## config.mk

```make
export PLATFORM = sky130hd
export DESIGN_NAME = sbsp_port
export DESIGN_NICKNAME = d
export VERILOG_FILES = /design/src/sbsp_pkg.sv /design/src/sbsp_burst_counter.sv /design/src/sbsp_port.sv
export VERILOG_INCLUDE_DIRS = /design/src /design/src/src
export SDC_FILE = /design/constraint.sdc
export NUM_CORES = 1
export LEC_CHECK = 0
export ABC_AREA = 1
export BUFFER_PORTS_ARGS = -buffer_cell sky130_fd_sc_hd__buf_2
export CORE_MARGIN = 1.5
export CORE_UTILIZATION = 35
export DETAILED_ROUTE_END_ITERATION = 6
export HOLD_SLACK_MARGIN = 0.03
export SLEW_MARGIN = 10
export SYNTH_ARGS = -nofsm -noshare
export SYNTH_HDL_FRONTEND = slang
export SYNTH_SLANG_ARGS = --single-unit
export TNS_END_PERCENT = 100
```

## constraint.sdc

```tcl
create_clock -name core_clk -period 1.6 [get_ports core_clk]
set_input_delay 0 -clock core_clk [delete_from_list [all_inputs] [get_ports core_clk]]
set_output_delay 0 -clock core_clk [all_outputs]
set_load 0.01 [all_outputs]
```

## src/sbsp_regs.svh

```systemverilog
`ifndef SBSP_REGS_SVH
`define SBSP_REGS_SVH

// ****************************************************************
// Widths of the port
// ****************************************************************
`define SBSP_ADDR_W      19
`define SBSP_HI_W        17
`define SBSP_SEED_W      2
`define SBSP_LANES       4
`define SBSP_LANE_W      9
`define SBSP_DATA_W      36
`define SBSP_SYNC_W      2

// ****************************************************************
// Reset values and encodings
// ****************************************************************
`define SBSP_SEED_RST    2'h0
`define SBSP_BEAT_ONE    2'h1
`define SBSP_HI_RST      17'h00000
`define SBSP_LANE_NONE   4'h0
`define SBSP_LANE_ALL    4'hF
`define SBSP_DATA_RST    36'h000000000
`define SBSP_SYNC_RST    2'h3
`define SBSP_OE_BIT      0
`define SBSP_MODE_BIT    1

`endif

```

## src/sbsp_pkg.sv

```systemverilog
package sbsp_pkg;

	typedef enum logic [0:0] {
		SBSP_LINEAR      = 1'b0,
		SBSP_INTERLEAVED = 1'b1
	} sbsp_order_t;

	typedef enum logic [1:0] {
		SBSP_PH_IDLE  = 2'b00,
		SBSP_PH_READ  = 2'b01,
		SBSP_PH_FIRST = 2'b10
	} sbsp_phase_t;

endpackage

```

## src/sbsp_burst_counter.sv

```systemverilog
`timescale 1ns/1ps
`include "sbsp_regs.svh"

module sbsp_burst_counter
	import sbsp_pkg::*;
(
	// Clock and reset
	input  wire logic                    core_clk,
	input  wire logic                    resetn,
	// Control
	input  wire logic                    load,
	input  wire logic                    step,
	input  wire logic [`SBSP_SEED_W-1:0] burst_seed_bits,
	input  wire sbsp_order_t             order,
	// Result
	output logic      [`SBSP_SEED_W-1:0] low_bits
);

	logic [`SBSP_SEED_W-1:0] seed;
	logic [`SBSP_SEED_W-1:0] beat;
	logic [`SBSP_SEED_W-1:0] next_seed;
	logic [`SBSP_SEED_W-1:0] next_beat;
	logic [`SBSP_SEED_W-1:0] next_low;

	always_comb begin
		next_seed = seed;
		next_beat = beat;
		if (load) begin
			next_seed = burst_seed_bits; // RULE2
			next_beat = `SBSP_SEED_RST;
		end else if (step) begin
			next_beat = beat + `SBSP_BEAT_ONE; // RULE5 RULE15
		end
		case (order)
			SBSP_LINEAR:      next_low = next_seed + next_beat; // RULE13 RULE15
			SBSP_INTERLEAVED: next_low = next_seed ^ next_beat; // RULE13 RULE15
			default:          next_low = next_seed;
		endcase
	end

	always_ff @(posedge core_clk or negedge resetn) begin
		if (!resetn) begin
			seed     <= `SBSP_SEED_RST;
			beat     <= `SBSP_SEED_RST;
			low_bits <= `SBSP_SEED_RST;
		end else begin
			seed     <= next_seed;
			beat     <= next_beat;
			low_bits <= next_low;
		end
	end

endmodule

```

## src/sbsp_port.sv

```systemverilog
// Contract
// RULE1 - The address is captured only on an edge where a strobe is recognised and all selects are active.
// RULE2 - The two lowest captured address bits seed a 2-bit counter that supplies the low burst address.
// RULE3 - Active-low lane write selects are sampled at the edge and act only with the byte write qualifier low.
// RULE4 - The all-bytes write sampled low writes every lane regardless of lane selects and qualifier.
// RULE5 - During a burst the counter steps on every edge where the advance input is sampled low.
// RULE6 - Every synchronous input is sampled on the rising clock edge and acts at no other time.
// RULE7 - The processor strobe is ignored whenever the first select is sampled high.
// RULE8 - The port is selected only with first select low, second select high and third select low.
// RULE9 - Selects are evaluated only on address load edges and advance cycles keep that selection.
// RULE10 - The data lines are driven while output enable is low and released while it is high.
// RULE11 - On the first read clock after a deselected state output enable is ignored and lines stay released.
// RULE12 - When both strobes are low on one edge only the processor strobe is acted on; with first select high the code acts on the controller strobe.
// RULE13 - The order strap low gives a linear burst and high gives an interleaved burst.
// RULE14 - The data lines are released during write data and while deselected whatever output enable is.
// RULE15 - The counter wraps in two bits, counting up in linear order and XOR-ing seed with beat otherwise.
`timescale 1ns/1ps
`include "sbsp_regs.svh"

module sbsp_port
	import sbsp_pkg::*;
(
	// Clock and reset
	input  wire logic                    core_clk,
	input  wire logic                    resetn,
	// Address and strobes
	input  wire logic [`SBSP_ADDR_W-1:0] address,
	input  wire logic                    processor_addr_strobe_n,
	input  wire logic                    controller_addr_strobe_n,
	input  wire logic                    burst_step_n,
	// Selects
	input  wire logic                    select_low_a_n,
	input  wire logic                    select_high,
	input  wire logic                    select_low_b_n,
	// Writes
	input  wire logic [`SBSP_LANES-1:0]  byte_lane_write_n,
	input  wire logic                    byte_write_qualifier_n,
	input  wire logic                    all_bytes_write_n,
	// Asynchronous pins
	input  wire logic                    output_enable_n,
	input  wire logic                    burst_order,
	// Data lines, parity bit at the top of each lane
	input  wire logic [`SBSP_DATA_W-1:0] dq_in,
	output logic      [`SBSP_DATA_W-1:0] dq_out,
	output logic                         dq_oe,
	// Array side
	output logic      [`SBSP_ADDR_W-1:0] mem_addr,
	output logic      [`SBSP_LANES-1:0]  mem_wr_lane,
	output logic      [`SBSP_DATA_W-1:0] mem_wdata,
	input  wire logic [`SBSP_DATA_W-1:0] mem_rdata,
	output logic                         selected
);

	// ****************************************************************
	// Pin synchronisers for output enable and order strap
	// ****************************************************************
	logic [`SBSP_SYNC_W-1:0] sync_a;
	logic [`SBSP_SYNC_W-1:0] sync_b;
	logic [`SBSP_SYNC_W-1:0] sync_c;
	logic [`SBSP_SYNC_W-1:0] pin_level;
	logic [`SBSP_SYNC_W-1:0] next_pin_level;
	logic [`SBSP_SYNC_W-1:0] pin_raw;

	assign pin_raw = {burst_order, output_enable_n};

	genvar gi;
	generate
		for (gi = 0; gi < `SBSP_SYNC_W; gi = gi + 1) begin : g_pin
			always_comb begin
				next_pin_level[gi] = pin_level[gi];
				if (sync_b[gi] == sync_c[gi]) begin
					next_pin_level[gi] = sync_c[gi];
				end
			end
		end
	endgenerate

	always_ff @(posedge core_clk or negedge resetn) begin
		if (!resetn) begin
			sync_a    <= `SBSP_SYNC_RST;
			sync_b    <= `SBSP_SYNC_RST;
			sync_c    <= `SBSP_SYNC_RST;
			pin_level <= `SBSP_SYNC_RST;
		end else begin
			sync_a    <= pin_raw;
			sync_b    <= sync_a;
			sync_c    <= sync_b;
			pin_level <= next_pin_level;
		end
	end

	sbsp_order_t order;
	assign order = sbsp_order_t'(pin_level[`SBSP_MODE_BIT]);

	// ****************************************************************
	// Address load, selection and write decode
	// ****************************************************************
	logic                    proc_load;
	logic                    ctrl_load;
	logic                    load_go;
	logic                    ce_ok;
	logic                    step_go;
	logic                    next_selected;
	logic [`SBSP_HI_W-1:0]   addr_hi;
	logic [`SBSP_HI_W-1:0]   next_addr_hi;
	logic [`SBSP_LANES-1:0]  next_wr_lane;
	logic [`SBSP_DATA_W-1:0] next_wdata;
	logic                    read_beat;
	logic                    next_read_beat;
	logic                    first_beat;
	logic                    next_first_beat;
	logic [`SBSP_SEED_W-1:0] low_bits;

	always_comb begin
		ce_ok     = !select_low_a_n && select_high && !select_low_b_n; // RULE8
		proc_load = !processor_addr_strobe_n && !select_low_a_n; // RULE7
		ctrl_load = !controller_addr_strobe_n && !proc_load; // RULE12
		load_go   = proc_load || ctrl_load;
		step_go   = selected && !load_go && !burst_step_n; // RULE5
		next_selected = selected;
		next_addr_hi  = addr_hi;
		if (load_go) begin
			next_selected = ce_ok; // RULE9
			if (ce_ok) begin
				next_addr_hi = address[`SBSP_ADDR_W-1:`SBSP_SEED_W]; // RULE1
			end
		end
		if (!all_bytes_write_n) begin
			next_wr_lane = `SBSP_LANE_ALL; // RULE4
		end else if (!byte_write_qualifier_n) begin
			next_wr_lane = ~byte_lane_write_n; // RULE3
		end else begin
			next_wr_lane = `SBSP_LANE_NONE;
		end
		if (!next_selected) begin
			next_wr_lane = `SBSP_LANE_NONE;
		end
		next_wdata      = dq_in;
		next_read_beat  = next_selected && (next_wr_lane == `SBSP_LANE_NONE);
		next_first_beat = load_go && ce_ok && !selected;
	end

	always_ff @(posedge core_clk or negedge resetn) begin // RULE6
		if (!resetn) begin
			selected    <= 1'b0;
			addr_hi     <= `SBSP_HI_RST;
			mem_wr_lane <= `SBSP_LANE_NONE;
			mem_wdata   <= `SBSP_DATA_RST;
			read_beat   <= 1'b0;
			first_beat  <= 1'b0;
		end else begin
			selected    <= next_selected;
			addr_hi     <= next_addr_hi;
			mem_wr_lane <= next_wr_lane;
			mem_wdata   <= next_wdata;
			read_beat   <= next_read_beat;
			first_beat  <= next_first_beat;
		end
	end

	sbsp_burst_counter u_counter (
		.core_clk        (core_clk),
		.resetn          (resetn),
		.load            (load_go && ce_ok),
		.step            (step_go),
		.burst_seed_bits (address[`SBSP_SEED_W-1:0]),
		.order           (order),
		.low_bits        (low_bits)
	);

	assign mem_addr = {addr_hi, low_bits};

	// ****************************************************************
	// Read data phase and output drive
	// ****************************************************************
	sbsp_phase_t             phase;
	sbsp_phase_t             next_phase;
	logic [`SBSP_DATA_W-1:0] next_dq_out;

	always_comb begin
		next_dq_out = dq_out;
		case ({read_beat, first_beat})
			2'b10:   next_phase = SBSP_PH_READ;
			2'b11:   next_phase = SBSP_PH_FIRST; // RULE11
			default: next_phase = SBSP_PH_IDLE; // RULE14
		endcase
		if (read_beat) begin
			next_dq_out = mem_rdata;
		end
	end

	always_ff @(posedge core_clk or negedge resetn) begin
		if (!resetn) begin
			phase  <= SBSP_PH_IDLE;
			dq_out <= `SBSP_DATA_RST;
		end else begin
			phase  <= next_phase;
			dq_out <= next_dq_out;
		end
	end

	// Output enable is level sensitive apart from its pin synchroniser.
	assign dq_oe = !pin_level[`SBSP_OE_BIT] && (phase == SBSP_PH_READ); // RULE10 RULE11 RULE14
endmodule

```

==> impl_results.md <==
- Outcome: finished clean
- Routed length on met3: 535 um
- LEAKAGE: 0.00321 uW
- Family with the most delay on the worst path: buffers and inverters
- CP Data Required Time: 1.87 ns
- Later-pin clock latency in the skew report: 0.37 ns
- Top-area cell type share of the netlist area: 68.1%
- Final net count: 729
- Worst-path clk slew: 0.11 ns
- CTS tree: yes
- Worst slew pin tran: between 0.4 and 0.5 ns
- Fill count: around 840
- DIE WIDTH: 107 um
- Via density: 4.26
- Root Buffer: clkbuf_8
- Clock power share: 27.8%
- Top Metal Used: met4
- First-pass GRT wire length: 15.2 mm
- Synth area leaders: dfrtp_1 (68%), nand2_1 (12%), dfstp_2 (5.5%)
- Peak VDD IR: 0.000574 V
- Total power draw: approximately 6300 uW
- Post-detail-place hpwl: 6.17 mm
- Syn Inst Count: between 300 and 400
- Crit path capture type: register
- Max_cap viols: 0
- Yosys warning count: 0
- Initial antenna violation count: 0
- Via count: roughly 3200
- Met2 wire length: 5.06 mm
- Seq/Total Area, Yosys: 73.6%
- Die height: approximately 110 um
- Fin crit share: between 90% and 100%
- Avg Cell Area, Syn: 12.6 um2
- PwrDens: between 900 and 1000 nW/um2
- Setup WS pre-CTS: roughly 0.09 ns
- Synth area leader: dfrtp_1
- Maximum root-to-sink buffer count: 2
- Crit path kind: in2reg
- Clock period minus final worst setup slack: 1.50 ns
- FF+latch count, synth: 112
- # rows: 37
- Hold Path Class: in2reg
- Slowest cell on the critical path: dlygate4sd3_1
- CP Max Fanout: 3
- Num CTS Buffers: 9
- Sw frac: 26.7%
- Clock sinks: 112
- Overflow after GRT: 0
- Cell mode on critical path: nand2_1
- Sequential share of power: 52.8%
- Share of cells above drive strength 1: 42.0%
- Max-slew violations: 0
- Area Overhead vs Synth: 65.8%
- Multi-input gate area in the final layout: 922 um2
- Buf/Inv on CP: 3
- Initial Util: 36.5%
- Die area: 11600 um2
- Setup ws final: 0.0986 ns
- Total internal power: 4590 uW
- # IOs: 204
- Fmax: 0.666 GHz
- Drt wl/cell: roughly 13 um
- Logic gate share of total power: just under 20%
- Total GRT Usage: 16.9%
- Largest stage delay on the critical path: 0.58 ns
- Antenna cells: 0
- Final setup viols: 0
- Fin. Hold Viols: 0
- Post-DRT Antenna Nets: 0
- Remaining routing DRC violations: 0
- Routed Wire Length: 9.75 mm
- Buffers on Ports: a little over 200
- Commonest non-fill, non-tap cells in the layout: buf_2 (202), nand2_1 (121), dlygate4sd3_1 (106), dfrtp_1 (104), mux2_4 (12)
- P_sw: approximately 1700 uW
- Clock skew: 0.0102 ns
- Vias in the first global route: 3338
- M1 WL: between 3 and 4 mm
- Slew HR: roughly 72%
- H-tree depth: 3
- Post-Syn Nets: about 410
- Commonest non-fill, non-tap cell in the layout: buf_2
- Distinct cells, synth: 28
- Mapped Area: between 3000 and 4000 um2
- Core ar.: 10500 um2
- Largest net degree at the start of global routing: 43
- Crit path DAT: 1.77 ns
- Crit path launch type: input pin
- GP Congestion: 0.714
- Critical-path cell list: dlygate4sd3_1 > buf_2 > nand2_2 > nand3_1 > dlygate4sd3_1 > nand2_1 > nand2_1 > nand3_1 > nand2_1
- Drt pass-1 iters: 4
- Detailed Route Iter0 Violations: 119
- Register area: 2810 um2
## final timing paths
path	from	end	slack (ns)	depth (start not counted)
worst min-delay path	select_low_b_n	first_beat	0.08	5
worst min register to register	sync_a[1]	sync_b[1]	0.36	0
min in group asynchronous	resetn	mem_wdata[29]	0.11	2
max in group asynchronous	resetn	sync_a[0]	0.87	3
worst max register to register	selected	u_counter.low_bits[1]	0.12	10
worst max-delay path	controller_addr_strobe_n	u_counter.low_bits[1]	0.1	9
## per-layer routing
layer  vias to the layer above  global-route usage (%)
met5                         -                       0
met4                         0                    8.55
met3                        20                    3.45
met2                       116                    30.4
met1                      1528                    19.0
li1                       1583                       -
## registers in the layout, indices dropped and copies added (netlist names)
name and cells:
mem_wdata 36, u_counter.low_bits 2, sync_c 2, sync_b 2
sync_a 2, dq_out 36, u_counter.seed 2, mem_wr_lane 4
selected 1, pin_level 2, addr_hi 17, first_beat 1
read_beat 1, u_counter.beat 2, phase 2
## cell usage after synthesis (all sizes together)
cell type	number
nand3	3
nor3	1
nand4	1
o21ai	5
ha	1
a21boi	5
xor2	1
buf	6
a21oi	1
nor4	1
nand3b	1
nor2	5
inv	11
clkbuf	4
maj3	2
mux2	18
nor3b	1
nand2	124
dfrtp	104
dfstp	8
## final cells by class
class                           instances  share of cell area (%)
Sequential cell                       112                    44.4
Timing Repair Buffer                  317                    34.4
Clock buffer                            9                    1.95
Inverter                               11                   0.652
Tap cell                              136                    2.69
Clock inverter                          7                    1.40
Multi-Input combinational cell        170                    14.6
## worst register-to-register path: cells and delay by family (launching register included)
| family | cells | cell delay [ns] |
|---|---|---|
| flip-flops | 1 | 0.40 |
| adder cells (fa/ha/maj) | 1 | 0.18 |
| AND/OR/NAND/NOR | 6 | 0.54 |
| buffers and inverters | 1 | 0.05 |
| AO/OA/AOI/OAI | 2 | 0.22 |
## power by group through the flow
stage	Sequential (uW)	Combinational, uW	Clock, uW
5_1_grt	3340	1330	1900
6_report	3300	1220	1740
4_1_cts	3300	1220	1820
3_5_place_dp	3350	1010	0
3_3_place_gp	3350	991	0
2_1_floorplan	3490	309	0
## through the flow
step / setup TNS (ns) / instances / hold WS [ns] / instance area, um2 / utilization, %
after floorplan: 0 / 303 / -0.296 / 3820 / -
after global placement: 0 / 639 / -0.0474 / 5050 / 48.2
after detailed placement: 0 / 639 / -0.0361 / 5050 / 48.2
after CTS: 0 / 761 / 0.0495 / 6320 / 60.4
after global routing: -0.00224 / 762 / 0.0846 / 6340 / 60.6
final: 0 / 762 / 0.0804 / 6340 / 60.6
## timing repair
action | 4_1_cts | 5_1_grt
hold endpoints to repair | 205 | 0
gates resized for setup | 0 | 4
hold buffers | 106 | 0
setup endpoints to repair | 0 | 1
setup buffers | 0 | 1
## cells by family after synthesis
family / Yosys count / share of synthesized area, %
and+or+nand+nor: 137 / 14.6
DFF: 112 / 73.6
buffers and inverters: 21 / 2.49
muxes: 18 / 6.48
AOI/OAI and AO/OA: 11 / 1.77
adders and majority gates: 3 / 0.851
xor gates and xnor gates: 1 / 0.229
Note: power is estimated with default switching activity, not from simulation.
